`config.mk`:
```
export PLATFORM = sky130hd
export DESIGN_NAME = ilw_seq
export DESIGN_NICKNAME = d
export VERILOG_FILES = /design/src/ilw_pkg.sv /design/src/ilw_seq.sv /design/src/ilw_pin_edge.sv /design/src/ilw_ahb_slave.sv
export SDC_FILE = /design/constraint.sdc
export NUM_CORES = 1
export LEC_CHECK = 0
export ABC_AREA = 1
export ABC_CLOCK_PERIOD_IN_PS = 1530
export BUFFER_PORTS_ARGS = -buffer_cell sky130_fd_sc_hd__buf_4
export CAP_MARGIN = 25
export CORE_MARGIN = 2
export CORE_UTILIZATION = 43
export CTS_BUF_LIST = sky130_fd_sc_hd__clkbuf_4
export DETAILED_ROUTE_END_ITERATION = 10
export HOLD_SLACK_MARGIN = 0.1
export PLACE_DENSITY = 0.78
export SLEW_MARGIN = 20
export SYNTH_ARGS = -nofsm -noshare
export SYNTH_HDL_FRONTEND = slang
export SYNTH_SLANG_ARGS = --single-unit
```
`constraint.sdc`:
```
create_clock -name CLK_SYS_I -period 1.53 [get_ports CLK_SYS_I]
set_input_delay 0 -clock CLK_SYS_I [delete_from_list [all_inputs] [get_ports CLK_SYS_I]]
set_output_delay 0 -clock CLK_SYS_I [all_outputs]
set_load 0.02 [all_outputs]
```
`src/ilw_pkg.sv`:
```
// ilw_pkg: constants, types and register map of the interrupt sequencer
// assumes a 32-bit AHB-Lite register port and a four-phase instruction cycle
package ilw_pkg;

	// ****************************************************************
	// timing
	// ****************************************************************
	localparam int CLK_PERIOD_NS = 50;
	localparam int INSTR_CYCLE_NS = 200;
	localparam int CLKS_PER_CYCLE = INSTR_CYCLE_NS / CLK_PERIOD_NS;
	localparam logic [1:0] PHASE_ONE = 2'h0;
	localparam logic [1:0] PHASE_FOUR = 2'h3;

	// ****************************************************************
	// register offsets (byte addresses)
	// ****************************************************************
	localparam logic [7:0] CTRL_OFS = 8'h00;
	localparam logic [7:0] PER_EN_OFS = 8'h04;
	localparam logic [7:0] FLAG_OFS = 8'h08;
	localparam logic [7:0] EV_STAT_OFS = 8'h0C;
	localparam logic [7:0] EV_CLR_OFS = 8'h10;
	localparam logic [7:0] EV_EN_OFS = 8'h14;
	localparam logic [7:0] SEQ_STAT_OFS = 8'h18;

	// ****************************************************************
	// field positions and reset values
	// ****************************************************************
	localparam int CTRL_GLOBAL_EN = 0;
	localparam int CTRL_EXT_EN = 1;
	localparam int CTRL_EDGE_SEL = 2;
	localparam int CTRL_PER_EN = 3;
	localparam int FLAG_EXT = 0;
	localparam int FLAG_PER_LSB = 8;
	localparam int EV_VECTOR = 0;
	localparam int EV_WAKE = 1;
	localparam int EV_EDGE = 2;
	localparam int EV_N = 3;
	localparam int SEQ_PEND = 4;
	localparam int SEQ_PHASE_LSB = 8;
	localparam logic [31:0] CTRL_RST = 32'h0000_0000;
	localparam logic [15:0] VECTOR_ADDR = 16'h0004;

	// ****************************************************************
	// types
	// ****************************************************************
	typedef enum logic [2:0] {
		S_RUN, S_FLUSH, S_VECTOR, S_SLEEP, S_WAKE
	} ilw_seq_e;

	// what the core pipeline tells the sequencer
	typedef struct packed {
		logic sleep_req;
		logic ret_irq;
		logic [15:0] pc;
		logic [15:0] stack_top;
	} ilw_core_s;

	// what the sequencer tells the core pipeline
	typedef struct packed {
		logic flush;
		logic push;
		logic pop;
		logic pc_load;
		logic stall;
		logic sleep;
		logic [15:0] push_addr;
		logic [15:0] load_addr;
	} ilw_ctl_s;

endpackage

```
`src/ilw_seq.sv`:
```
// ilw_seq: interrupt latency, wake-up and external pin sequencer
// assumes a core that runs one instruction cycle per four clocks,
// honours flush/stall/pc_load and samples outputs only while CE_I is high
//
// Notes on behaviour
// - synchronous event reaches vector in 3-4 cycles
// - asynchronous event reaches vector in 3-5 cycles
// - latency same for one or two-cycle instructions
// - pin flag may set only in phases four/one
// - only clockless sources may wake from sleep
// - wake needs enables set before sleep entry
// - wake with global enable set goes to vector
// - wake with global enable clear resumes sequentially
// - instruction after sleep runs before any branch
// - pin interrupt edge triggered, gated by its enable
// - edge select: one rising, zero falling
// - valid selected edge sets the pin flag
// - flag plus both enables redirects to vector
// - only the return address is pushed
// - take: flush, clear enable, push, load vector
// - flags set regardless of any enable
// - return pops address and sets global enable
// - reset clears every enable bit
//
// Decided for this implementation: the AHB-Lite register port and the register offsets.
`timescale 1ns/1ps
`default_nettype none
module ilw_seq #(
	parameter int NPER = 4,
	parameter logic [NPER-1:0] WAKE_MASK = 4'b0001
) (
	input wire logic CLK_SYS_I,
	input wire logic RST_N_I,
	input wire logic CE_I,
	input wire logic HSEL_I,
	input wire logic [31:0] HADDR_I,
	input wire logic [1:0] HTRANS_I,
	input wire logic HWRITE_I,
	input wire logic [2:0] HSIZE_I,
	input wire logic [31:0] HWDATA_I,
	input wire logic HREADY_I,
	output logic [31:0] HRDATA_O,
	output logic HREADYOUT_O,
	output logic HRESP_O,
	input wire logic EXT_PIN_I,
	input wire logic [NPER-1:0] PERIPH_FLAG_I,
	input wire ilw_pkg::ilw_core_s CORE_I,
	output ilw_pkg::ilw_ctl_s CTL_O,
	output logic [1:0] PHASE_O,
	output logic IRQ_O
);
	logic ce;
	logic wr;
	logic [7:0] addr;
	logic [31:0] rdata;
	logic [1:0] phase;
	logic edge_pulse;
	logic global_irq_enable;
	logic ext_pin_irq_enable;
	logic ext_edge_select;
	logic per_enable;
	logic [NPER-1:0] per_en;
	logic ext_pin_irq_flag;
	logic edge_hold;
	logic snap_ext;
	logic [NPER-1:0] snap_per;
	logic pend_q1;
	logic any_req;
	logic wake_pend;
	logic window;
	logic take;
	logic ret_take;
	logic [ilw_pkg::EV_N-1:0] ev;
	logic [ilw_pkg::EV_N-1:0] ev_stat;
	logic [ilw_pkg::EV_N-1:0] ev_en;
	logic [ilw_pkg::EV_N-1:0] next_ev_stat;
	ilw_pkg::ilw_seq_e seq;
	ilw_pkg::ilw_seq_e next_seq;

	assign ce = CE_I;
	assign PHASE_O = phase; // straight from the phase flops
	assign HRESP_O = 1'b0;

	// ****************************************************************
	// bus slave and pin edge detector
	// ****************************************************************
	ilw_ahb_slave u_bus (
		.clk_i(CLK_SYS_I),
		.rst_n_i(RST_N_I),
		.ce_i(ce),
		.hsel_i(HSEL_I),
		.haddr_i(HADDR_I),
		.htrans_i(HTRANS_I),
		.hwrite_i(HWRITE_I),
		.hready_i(HREADY_I),
		.rdata_i(rdata),
		.hrdata_o(HRDATA_O),
		.hreadyout_o(HREADYOUT_O),
		.wr_o(wr),
		.addr_o(addr)
	);

	ilw_pin_edge u_pin (
		.clk_i(CLK_SYS_I),
		.rst_n_i(RST_N_I),
		.ce_i(ce),
		.pin_i(EXT_PIN_I),
		.rising_i(ext_edge_select),
		.edge_o(edge_pulse)
	);

	// ****************************************************************
	// instruction cycle phase counter
	// ****************************************************************
	// parks on phase one while asleep so a wake starts a whole cycle
	always_ff @(posedge CLK_SYS_I or negedge RST_N_I) begin
		if (!RST_N_I) begin
			phase <= ilw_pkg::PHASE_ONE;
		end else if (ce) begin
			if (next_seq == ilw_pkg::S_SLEEP || seq == ilw_pkg::S_SLEEP) begin
				phase <= ilw_pkg::PHASE_ONE;
			end else begin
				phase <= phase + 2'h1;
			end
		end
	end

	// ****************************************************************
	// control and enable bits
	// ****************************************************************
	always_ff @(posedge CLK_SYS_I or negedge RST_N_I) begin
		if (!RST_N_I) begin
			global_irq_enable <= ilw_pkg::CTRL_RST[ilw_pkg::CTRL_GLOBAL_EN];
			ext_pin_irq_enable <= ilw_pkg::CTRL_RST[ilw_pkg::CTRL_EXT_EN];
			ext_edge_select <= ilw_pkg::CTRL_RST[ilw_pkg::CTRL_EDGE_SEL];
			per_enable <= ilw_pkg::CTRL_RST[ilw_pkg::CTRL_PER_EN];
			per_en <= '0;
		end else if (ce) begin
			if (wr && addr == ilw_pkg::CTRL_OFS) begin
				global_irq_enable <= HWDATA_I[ilw_pkg::CTRL_GLOBAL_EN];
				ext_pin_irq_enable <= HWDATA_I[ilw_pkg::CTRL_EXT_EN];
				ext_edge_select <= HWDATA_I[ilw_pkg::CTRL_EDGE_SEL];
				per_enable <= HWDATA_I[ilw_pkg::CTRL_PER_EN];
			end
			if (wr && addr == ilw_pkg::PER_EN_OFS) begin
				per_en <= HWDATA_I[NPER-1:0];
			end
			// hardware wins over a software write in the same cycle
			if (take) begin
				global_irq_enable <= 1'b0;
			end else if (ret_take) begin
				global_irq_enable <= 1'b1;
			end
		end
	end

	// ****************************************************************
	// external pin flag
	// ****************************************************************
	assign window = phase == ilw_pkg::PHASE_FOUR || phase == ilw_pkg::PHASE_ONE;

	// edge held until the phase four/one window, set beats clear
	always_ff @(posedge CLK_SYS_I or negedge RST_N_I) begin
		if (!RST_N_I) begin
			edge_hold <= 1'b0;
			ext_pin_irq_flag <= 1'b0;
		end else if (ce) begin
			edge_hold <= (edge_hold || edge_pulse) && !window;
			if ((edge_hold || edge_pulse) && window) begin
				ext_pin_irq_flag <= 1'b1;
			end else if (wr && addr == ilw_pkg::FLAG_OFS &&
				HWDATA_I[ilw_pkg::FLAG_EXT]) begin
				ext_pin_irq_flag <= 1'b0;
			end
		end
	end

	// ****************************************************************
	// request, wake and snapshot logic
	// ****************************************************************
	assign any_req = (ext_pin_irq_flag && ext_pin_irq_enable) ||
		(per_enable && |(PERIPH_FLAG_I & per_en));
	// only clockless sources whose enables were set at sleep entry
	assign wake_pend = (ext_pin_irq_flag && snap_ext) ||
		|(PERIPH_FLAG_I & snap_per & WAKE_MASK);

	// request sampled once per instruction cycle, in phase one
	always_ff @(posedge CLK_SYS_I or negedge RST_N_I) begin
		if (!RST_N_I) begin
			pend_q1 <= 1'b0;
			snap_ext <= 1'b0;
			snap_per <= '0;
		end else if (ce) begin
			if (phase == ilw_pkg::PHASE_ONE) begin
				pend_q1 <= global_irq_enable && any_req;
			end
			if (seq != ilw_pkg::S_SLEEP && next_seq == ilw_pkg::S_SLEEP) begin
				snap_ext <= ext_pin_irq_enable;
				snap_per <= per_enable ? per_en : '0;
			end
		end
	end

	// ****************************************************************
	// sequencer
	// ****************************************************************
	// fixed cycle counts from the phase-one sample keep the latency the
	// same for one and two-cycle instructions: the second cycle is flushed
	always_comb begin
		next_seq = seq;
		unique case (seq)
			ilw_pkg::S_RUN: begin
				if (phase == ilw_pkg::PHASE_FOUR) begin
					if (CORE_I.sleep_req) begin
						next_seq = ilw_pkg::S_SLEEP;
					end else if (pend_q1) begin
						next_seq = ilw_pkg::S_FLUSH;
					end
				end
			end
			ilw_pkg::S_FLUSH: begin
				if (phase == ilw_pkg::PHASE_FOUR) begin
					next_seq = ilw_pkg::S_VECTOR;
				end
			end
			ilw_pkg::S_VECTOR: begin
				if (phase == ilw_pkg::PHASE_FOUR) begin
					next_seq = ilw_pkg::S_RUN;
				end
			end
			ilw_pkg::S_SLEEP: begin
				if (wake_pend) begin
					next_seq = ilw_pkg::S_WAKE;
				end
			end
			ilw_pkg::S_WAKE: begin
				if (phase == ilw_pkg::PHASE_FOUR) begin
					if (global_irq_enable && any_req) begin
						next_seq = ilw_pkg::S_FLUSH;
					end else begin
						next_seq = ilw_pkg::S_RUN;
					end
				end
			end
		endcase
	end

	assign take = next_seq == ilw_pkg::S_FLUSH && seq != ilw_pkg::S_FLUSH;
	assign ret_take = seq == ilw_pkg::S_RUN && CORE_I.ret_irq;

	always_ff @(posedge CLK_SYS_I or negedge RST_N_I) begin
		if (!RST_N_I) begin
			seq <= ilw_pkg::S_RUN;
		end else if (ce) begin
			seq <= next_seq;
		end
	end

	// ****************************************************************
	// core controls
	// ****************************************************************
	always_ff @(posedge CLK_SYS_I or negedge RST_N_I) begin
		if (!RST_N_I) begin
			CTL_O <= '0;
		end else if (ce) begin
			CTL_O.flush <= take;
			CTL_O.push <= take;
			CTL_O.push_addr <= CORE_I.pc;
			CTL_O.pop <= ret_take;
			CTL_O.pc_load <= ret_take || (seq == ilw_pkg::S_VECTOR &&
				phase == ilw_pkg::PHASE_FOUR);
			CTL_O.load_addr <= ret_take ? CORE_I.stack_top :
				ilw_pkg::VECTOR_ADDR;
			CTL_O.stall <= next_seq == ilw_pkg::S_FLUSH ||
				next_seq == ilw_pkg::S_VECTOR;
			CTL_O.sleep <= next_seq == ilw_pkg::S_SLEEP;
		end
	end

	// ****************************************************************
	// event status, clear and enable; interrupt output
	// ****************************************************************
	assign ev = {edge_pulse, seq == ilw_pkg::S_SLEEP &&
		next_seq == ilw_pkg::S_WAKE, take};
	// a new event wins over a clear in the same cycle
	assign next_ev_stat = ((wr && addr == ilw_pkg::EV_CLR_OFS) ?
		(ev_stat & ~HWDATA_I[ilw_pkg::EV_N-1:0]) : ev_stat) | ev;

	always_ff @(posedge CLK_SYS_I or negedge RST_N_I) begin
		if (!RST_N_I) begin
			ev_stat <= '0;
			ev_en <= '0;
			IRQ_O <= 1'b0;
		end else if (ce) begin
			ev_stat <= next_ev_stat;
			if (wr && addr == ilw_pkg::EV_EN_OFS) begin
				ev_en <= HWDATA_I[ilw_pkg::EV_N-1:0];
				IRQ_O <= |(next_ev_stat & HWDATA_I[ilw_pkg::EV_N-1:0]);
			end else begin
				IRQ_O <= |(next_ev_stat & ev_en);
			end
		end
	end

	// ****************************************************************
	// register read mux; unmapped and write-only offsets read zero
	// ****************************************************************
	always_comb begin
		rdata = 32'h0000_0000;
		unique case (addr)
			ilw_pkg::CTRL_OFS: begin
				rdata[ilw_pkg::CTRL_GLOBAL_EN] = global_irq_enable;
				rdata[ilw_pkg::CTRL_EXT_EN] = ext_pin_irq_enable;
				rdata[ilw_pkg::CTRL_EDGE_SEL] = ext_edge_select;
				rdata[ilw_pkg::CTRL_PER_EN] = per_enable;
			end
			ilw_pkg::PER_EN_OFS: rdata[NPER-1:0] = per_en;
			ilw_pkg::FLAG_OFS: begin
				rdata[ilw_pkg::FLAG_EXT] = ext_pin_irq_flag;
				rdata[ilw_pkg::FLAG_PER_LSB +: NPER] = PERIPH_FLAG_I;
			end
			ilw_pkg::EV_STAT_OFS: rdata[ilw_pkg::EV_N-1:0] = ev_stat;
			ilw_pkg::EV_EN_OFS: rdata[ilw_pkg::EV_N-1:0] = ev_en;
			ilw_pkg::SEQ_STAT_OFS: begin
				rdata[2:0] = seq;
				rdata[ilw_pkg::SEQ_PEND] = pend_q1;
				rdata[ilw_pkg::SEQ_PHASE_LSB +: 2] = phase;
			end
			default: rdata = 32'h0000_0000;
		endcase
	end
endmodule
`default_nettype wire

```
`src/ilw_pin_edge.sv`:
```
// ilw_pin_edge: synchroniser and selectable edge detector for the pin
// assumes the pin is asynchronous to the system clock
`timescale 1ns/1ps
`default_nettype none
module ilw_pin_edge (
	input wire logic clk_i,
	input wire logic rst_n_i,
	input wire logic ce_i,
	input wire logic pin_i,
	input wire logic rising_i,
	output logic edge_o
);
	logic meta;
	logic sync;
	logic prev;

	// ****************************************************************
	// two-stage synchroniser, then one stage of history
	// ****************************************************************
	always_ff @(posedge clk_i or negedge rst_n_i) begin
		if (!rst_n_i) begin
			meta <= 1'b0;
			sync <= 1'b0;
			prev <= 1'b0;
		end else if (ce_i) begin
			meta <= pin_i; // read only by sync
			sync <= meta;
			prev <= sync;
		end
	end

	// edge of the selected polarity, from synchronised stages only
	assign edge_o = ce_i && (rising_i ? (sync && !prev) : (!sync && prev));

endmodule
`default_nettype wire

```
`src/ilw_ahb_slave.sv`:
```
// ilw_ahb_slave: AHB-Lite front end with one wait state per transfer
// assumes single word transfers; the response is always OKAY
`timescale 1ns/1ps
`default_nettype none
module ilw_ahb_slave (
	input wire logic clk_i,
	input wire logic rst_n_i,
	input wire logic ce_i,
	input wire logic hsel_i,
	input wire logic [31:0] haddr_i,
	input wire logic [1:0] htrans_i,
	input wire logic hwrite_i,
	input wire logic hready_i,
	input wire logic [31:0] rdata_i,
	output logic [31:0] hrdata_o,
	output logic hreadyout_o,
	output logic wr_o,
	output logic [7:0] addr_o
);
	logic pend;
	logic write;

	// ****************************************************************
	// address phase capture and data phase completion
	// ****************************************************************
	always_ff @(posedge clk_i or negedge rst_n_i) begin
		if (!rst_n_i) begin
			pend <= 1'b0;
			write <= 1'b0;
			addr_o <= 8'h00;
			hreadyout_o <= 1'b1;
			hrdata_o <= 32'h0000_0000;
		end else if (ce_i) begin
			if (pend) begin
				pend <= 1'b0;
				hreadyout_o <= 1'b1; // data phase ends here
				hrdata_o <= write ? 32'h0000_0000 : rdata_i;
			end else if (hsel_i && htrans_i[1] && hready_i) begin
				pend <= 1'b1;
				write <= hwrite_i;
				addr_o <= haddr_i[7:0];
				hreadyout_o <= 1'b0; // one wait state
			end
		end
	end

	// write strobe in the first data phase cycle, when hwdata stands
	assign wr_o = ce_i && pend && write;

endmodule
`default_nettype wire

```
-- After elaboration in Yosys (flattened, before gate mapping)
Cells that the tools add are included.
- memory bits (writable): 0
- memories: 0
- latch bits: 0
- output and inout port bits: 75
- ROM bits: 0
- word-level logic and storage cells: 140
- bits in registers: 108
- equal/unequal tests: 17
- add/sub/neg operators: 1
- div/mod/pow operators: 0
- order comparisons: 0
- shifts and indexed selects: 0
- multiply operators: 0
- reductions and logical operators: 53
- bitwise logic cells: 8
- muxes and demuxes: 31
- operator list (operator ; count):
    == test 8 x 5 -> 1 bit (second input constant) ; 3
    logical AND 1 bit ; 24
    two-way mux 3 bit ; 8
    AND reduction 2 bit ; 9
    == test 8 x 4 -> 1 bit (second input constant) ; 2
    two-way mux 16 bit ; 1
    one-hot mux 3 bit (5 select lines) ; 1
    two-way mux 1 bit ; 14
    == test 3 x 2 -> 1 bit (second input constant) ; 4
    two-way mux 12 bit ; 1
    one-hot mux 2 bit (5 select lines) ; 1
    AND 3 bit ; 3
    == test 8 x 3 -> 1 bit (second input constant) ; 1
    zero test 8 bit ; 1
    logical OR 1 bit ; 7
    == test 3 x 1 -> 1 bit (second input constant) ; 2
    == test 3 bit (second input constant) ; 2
    one-hot mux 1 bit (6 select lines) ; 1
    OR reduction 3 bit ; 2
    AND 4 bit ; 1
    two-way mux 2 bit ; 2
    one-hot mux 2 bit (2 select lines) ; 1
    nonzero test 2 bit ; 2
    OR reduction 4 bit ; 1
    other kinds (14) ; 16

-- Depth between registers and ports, before layout
- depth after elaboration: 14
- mapped depth: 14
- gate-level depth less buffers: 14

-- Modules after synthesis
From an unflattened synthesis, not the netlist that was laid out.
- cells, all modules: 579
- area total of the unflattened synthesis: 5012.3 µm²
- by module, submodules not included (module ; area an instance (µm²) ; instances ; seq. area each (µm²) ; cells an instance):
    ilw_seq ; 2976.6 ; 1 ; 1551.5 ; 358
    ilw_ahb_slave ; 1889.3 ; 1 ; 1077.3 ; 200
    ilw_pin_edge ; 146.4 ; 1 ; 75.1 ; 21

-- Worst setup path before layout
OpenSTA, ideal clock, no wires.
- kind: register to register
- start point: reg phase[1] (netlist: PHASE_O[1])
- end point: reg snap_ext
- setup time: 117 ps
- setup slack: -81 ps
- period minus slack after synthesis: 1611 ps
- cell stages (with the launch flop): 13
- required time: 1413 ps
- arrival time: 1494 ps
- cells stage by stage: dfrtp_1 ha_1 inv_1 nand3_1 nand2_1 inv_1 nand2_1 inv_1 nand3_4 nor2_1 nand2_1 nand2_1 nand2_1
- longest elaborated chain between the ends: 6
- RTL lines (element ; RTL line ; RTL):
    from (decl) ; ilw_seq.sv:56 ; logic [1:0] phase;
    from (signal assigned) ; ilw_seq.sv:118 ; phase <= ilw_pkg::PHASE_ONE;
    from (signal assigned) ; ilw_seq.sv:121 ; phase <= ilw_pkg::PHASE_ONE;
    from (signal assigned) ; ilw_seq.sv:123 ; phase <= phase + 2'h1;
    == test 2 bit * ; n/a ;
    two-way mux 3 bit (on tied branches) ; n/a ;
    one-hot mux 3 bit (5 select lines) * ; ilw_seq.sv:211 ; unique case (seq)
    == test 3 x 2 -> 1 bit * ; ilw_seq.sv:197 ; if (seq != ilw_pkg::S_SLEEP && next_seq == ilw_pkg::S_SLEEP) begin
    logical AND 1 bit * ; ilw_seq.sv:197 ;
    AND reduction 2 bit (no source line) * ; n/a ;
    to (signal assigned) ; ilw_seq.sv:198 ; snap_ext <= ext_pin_irq_enable;
    to (decl) ; ilw_seq.sv:65 ; logic snap_ext;
Every way passes the cells marked *; elsewhere a longest branch is shown, timed or not.
A chain may end at the register's enable or synchronous reset.

-- Worst setup path in the final report
- start point: reg seq[0]
- end point: reg snap_ext
- longest elaborated chain between the ends: 7
- RTL lines (element ; RTL line ; RTL):
    from (decl) ; ilw_seq.sv:77 ; ilw_pkg::ilw_seq_e seq;
    from (signal assigned) ; ilw_seq.sv:253 ; seq <= ilw_pkg::S_RUN;
    from (signal assigned) ; ilw_seq.sv:255 ; seq <= next_seq;
    two-way mux 3 bit ; ilw_seq.sv:216 ; end else if (pend_q1) begin
    two-way mux 3 bit ; ilw_seq.sv:214 ; if (CORE_I.sleep_req) begin
    two-way mux 3 bit ; ilw_seq.sv:213 ; if (phase == ilw_pkg::PHASE_FOUR) begin
    one-hot mux 3 bit (5 select lines) ; ilw_seq.sv:211 ;
    == test 3 x 2 -> 1 bit ; ilw_seq.sv:197 ;
    logical AND 1 bit * ; ilw_seq.sv:197 ;
    AND reduction 2 bit (no source line) * ; n/a ;
Marked as above.

==> summary.md <==
| Metric | Value |
|---|---|
| Global-route wire length before repair | `19300 microns` |
| Nets | `805` |
| Number of global-route vias before repair | `4000` |
| Final Wtd Congestion | `0.919` |
| IO buf count | `108` |
| Post-route ant nets | `0` |
| Fraction of layout cells with a size suffix above 1 | `34.1%` |
| Sw power | `3.16 mW` |
| CP required | `1.88 ns` |
| Hold Fails Final Rpt | `0` |
| Sequential share of the synthesized area | `53.3%` |
| Routed vias | `4101` |
| GRT Resource Usage Total | `24.3%` |
| Worst Path Arrival | `2.06 ns` |
| Most frequent cells in the layout | `154 x buf_4, 148 x nand2_1, 81 x dlygate4sd3_1` |
| CP Capture Type | `register` |
| Distinct cells, synth | `37` |
| Post-synth top area share | `52.7%` |
| Mapped Avg Cell Area | `8.91 sq um` |
| Rows | `35` |
| Number of I/O pins | `189` |
| Cells after Synth | `448` |
| Outcome | `finished, violations left` |
| Final Total Pwr | `7.85 mW` |
| Max Cap Viol | `0` |
| Clock network power share | `14.9%` |
| Slew Limit Headroom | `59.3%` |
| Die Y | `100 microns` |
| Die area | `0.0101 sq mm` |
| Leak | `3.19 nW` |
| #FFs+latches synth | `85` |
| Flop2flop setup slack | `-0.18 ns` |
| Clk_lat worst skew | `0.44 ns` |
| Die Width | `100 microns` |
| CTS tree | `done` |
| DRC | `0` |
| Slew Viols, Final | `0` |
| CP Class | `reg -> reg` |
| Power per cell area | `1250 mW/mm^2` |
| Tmin final | `1.71 ns` |
| Core Area | `0.00911 sq mm` |
| # setup viols final | `11` |
| PnR worst setup slack | `-0.180 ns` |
| Number of DRC violations after detailed-routing iteration 0 | `351` |
| Power share of the sequential group | `37.9%` |
| Sw Ratio | `40.2%` |
| RSZ-0062 raised after global routing | `yes` |
| Fin area | `0.00629 sq mm` |
| Antenna cells | `0` |
| Clock Skews | `0.0184 ns` |
| Detailed Route WL | `12900 microns` |
| Initial core utilization | `43.8%` |
| Failing checks | `setup timing` |
| Drt first pass iters | `8` |
| Number of buffers created by CTS | `9` |
| GR Overflow Total | `0` |
| DP Area | `0.00511 sq mm` |
| CTS root buf | `clkbuf_4` |
| Layout area overhead | `57.5%` |
| Clock Sinks | `85` |
| Top post-synthesis cells by area | `dfrtp_1 53%, nand2_1 14%, o21ai_0 5.4%, buf_4 5.3%, a22o_1 4.4%` |
| Fillers | `677` |
| Post-synthesis cell area | `0.00399 sq mm` |
| Commonest non-fill, non-tap cell in the layout | `buf_4` |
| Reg area | `0.00213 sq mm` |
| H-tree Lvls | `3` |
| Least-Margin Pin Slew | `0.609 ns` |
| Clk slew on worst S/H paths | `0.15 ns` |
| Critical path startpoint category | `register` |
| CP max FO | `5` |
| Internal power | `4.69 mW` |
| Fmax | `0.585 GHz` |
| Yosys top cell by area | `dfrtp_1` |
| Antenna violations before repair | `0` |
| DR WL/cell | `16.0 microns` |
| Largest net degree at the start of global routing | `42` |
| Worst VDD drop | `0.560 mV` |
| Vias per inst | `5.09` |
| Yosys warns | `0` |
| HP Class | `in -> reg` |
| Multi-input gate area | `0.00167 sq mm` |
| Largest buffer count on any clock path | `2` |
| Combinational fraction of design power | `47.2%` |
| Final period utilization | `112%` |
| Hpwl dp | `7170 microns` |
==> routing by layer <==
| metal | vias to the layer above | share of wire [%] | track usage, % | wire (microns) |
|---|---|---|---|---|
| li1 | 1898 | - | - | - |
| met1 | 1959 | 38 | 30.5 | 4920 |
| met2 | 200 | 52 | 42.5 | 6760 |
| met3 | 44 | 5.5 | 4.04 | 711 |
| met4 | 0 | 4.0 | 8.54 | 519 |
| met5 | - | 0 | 0 | 0 |
==> worst max-delay path, cell delays in order, from the launching register on <==
cell and delay [ns]:
dfrtp_2 0.51, o211ai_1 0.39, nand2_2 0.13, inv_2 0.10, nand3_4 0.11, nor2_2 0.12
nand2_1 0.09, nand2_1 0.09, nand2_1 0.05
==> cells by family (layout without fill, tap and decap cells) <==
family	after synthesis	after routing	share of synthesized area, %
DFF	85	85	53.3
adders and majority gates	2	2	0.627
buffers and inverters	75	298	9.78
AOI/OAI and AO/OA	81	81	13.1
and+or+nand+nor	204	204	23.0
other	1	24	0.0940
==> final timing paths <==
kind	from	to	cells past startpoint
worst max-delay path	seq[0]$_DFFE_PN0P_	snap_ext$_DFFE_PN0P_	8
worst min-delay path	CE_I	u_pin.meta$_DFFE_PN0P_	5
worst max register to register	seq[0]$_DFFE_PN0P_	snap_ext$_DFFE_PN0P_	8
worst min register to register	u_pin.meta$_DFFE_PN0P_	u_pin.meta$_DFFE_PN0P_	2
max in group asynchronous	RST_N_I	u_bus.addr_o[3]$_DFFE_PN0P_	4
min in group asynchronous	RST_N_I	CTL_O[8]$_DFFE_PN0P_	3
==> repair_timing <==
action,4_1_cts,5_1_grt
setup buffers,2,10
endpoints found under the hold margin,159,1
hold buffers,92,1
gates resized for setup,23,34
pin swaps,5,17
cloned,0,3
endpoints found under the setup margin,14,62
==> state kept, by name, summed over array words and instances, names as in the netlist, 2 cells and up <==
name and cells:
CTL_O 37, ev_stat 3, seq 3, per_en 4
PHASE_O 2, ev_en 3, u_bus.hrdata_o 9, u_bus.addr_o 8
==> final cells by class <==
type / count / area share (%)
timing repair buffer: 243 / 32.8
inverter: 37 / 2.39
clock inverter: 7 / 0.816
timing repair inverter: 2 / 0.159
clock buffer: 9 / 1.07
tap: 111 / 2.21
multi-input combinational: 311 / 26.6
sequential: 85 / 34.0
==> through the flow <==
step	setup WS [ns]	hold WS (ns)	TNS [ns]	utilization (%)	cells
after floorplan	0.00841	-0.296	0	-	471
after global placement	-0.0230	0.0162	-0.0435	56.1	694
after detailed placement	-0.147	0.0256	-0.656	56.1	694
after CTS	-0.0274	0.114	-0.0765	68.4	804
after global routing	-0.263	0.113	-2.41	69.0	805
final	-0.180	0.0596	-1.06	69.0	805
==> cell usage after synthesis <==
cell / n
nor3_2: 2
o2111ai_1: 1
a211oi_1: 1
conb_1: 1
buf_4: 28
inv_4: 1
or2_2: 1
o22a_1: 1
and2_1: 2
nor3_1: 3
buf_2: 1
clkinv_1: 1
a21oi_2: 1
o21ai_0: 43
o211ai_1: 2
dfstp_2: 1
nand3_4: 2
nand2_4: 2
a22oi_1: 1
a32o_1: 4
a22o_1: 20
nand2_1: 153
nor2_4: 4
a21oi_1: 4
nand2_2: 1
nand3_2: 3
nand4_1: 6
nor2_1: 11
nand3_1: 11
inv_2: 3
dfrtp_1: 84
inv_1: 32
ha_1: 2
nor2_2: 3
clkbuf_1: 9
a31oi_1: 2
o21ai_1: 1
==> power groups by stage <==
stage | logic (mW) | clock network (mW) | registers (mW)
finish | 3.71 | 1.17 | 2.98
global route | 3.95 | 1.25 | 3.02
CTS | 3.21 | 1.18 | 2.94
detailed placement | 2.88 | 0 | 2.94
global placement | 2.82 | 0 | 2.92
floorplan | 1.40 | 0 | 3.17
No activity file was read; power rests on OpenSTA's default activity.
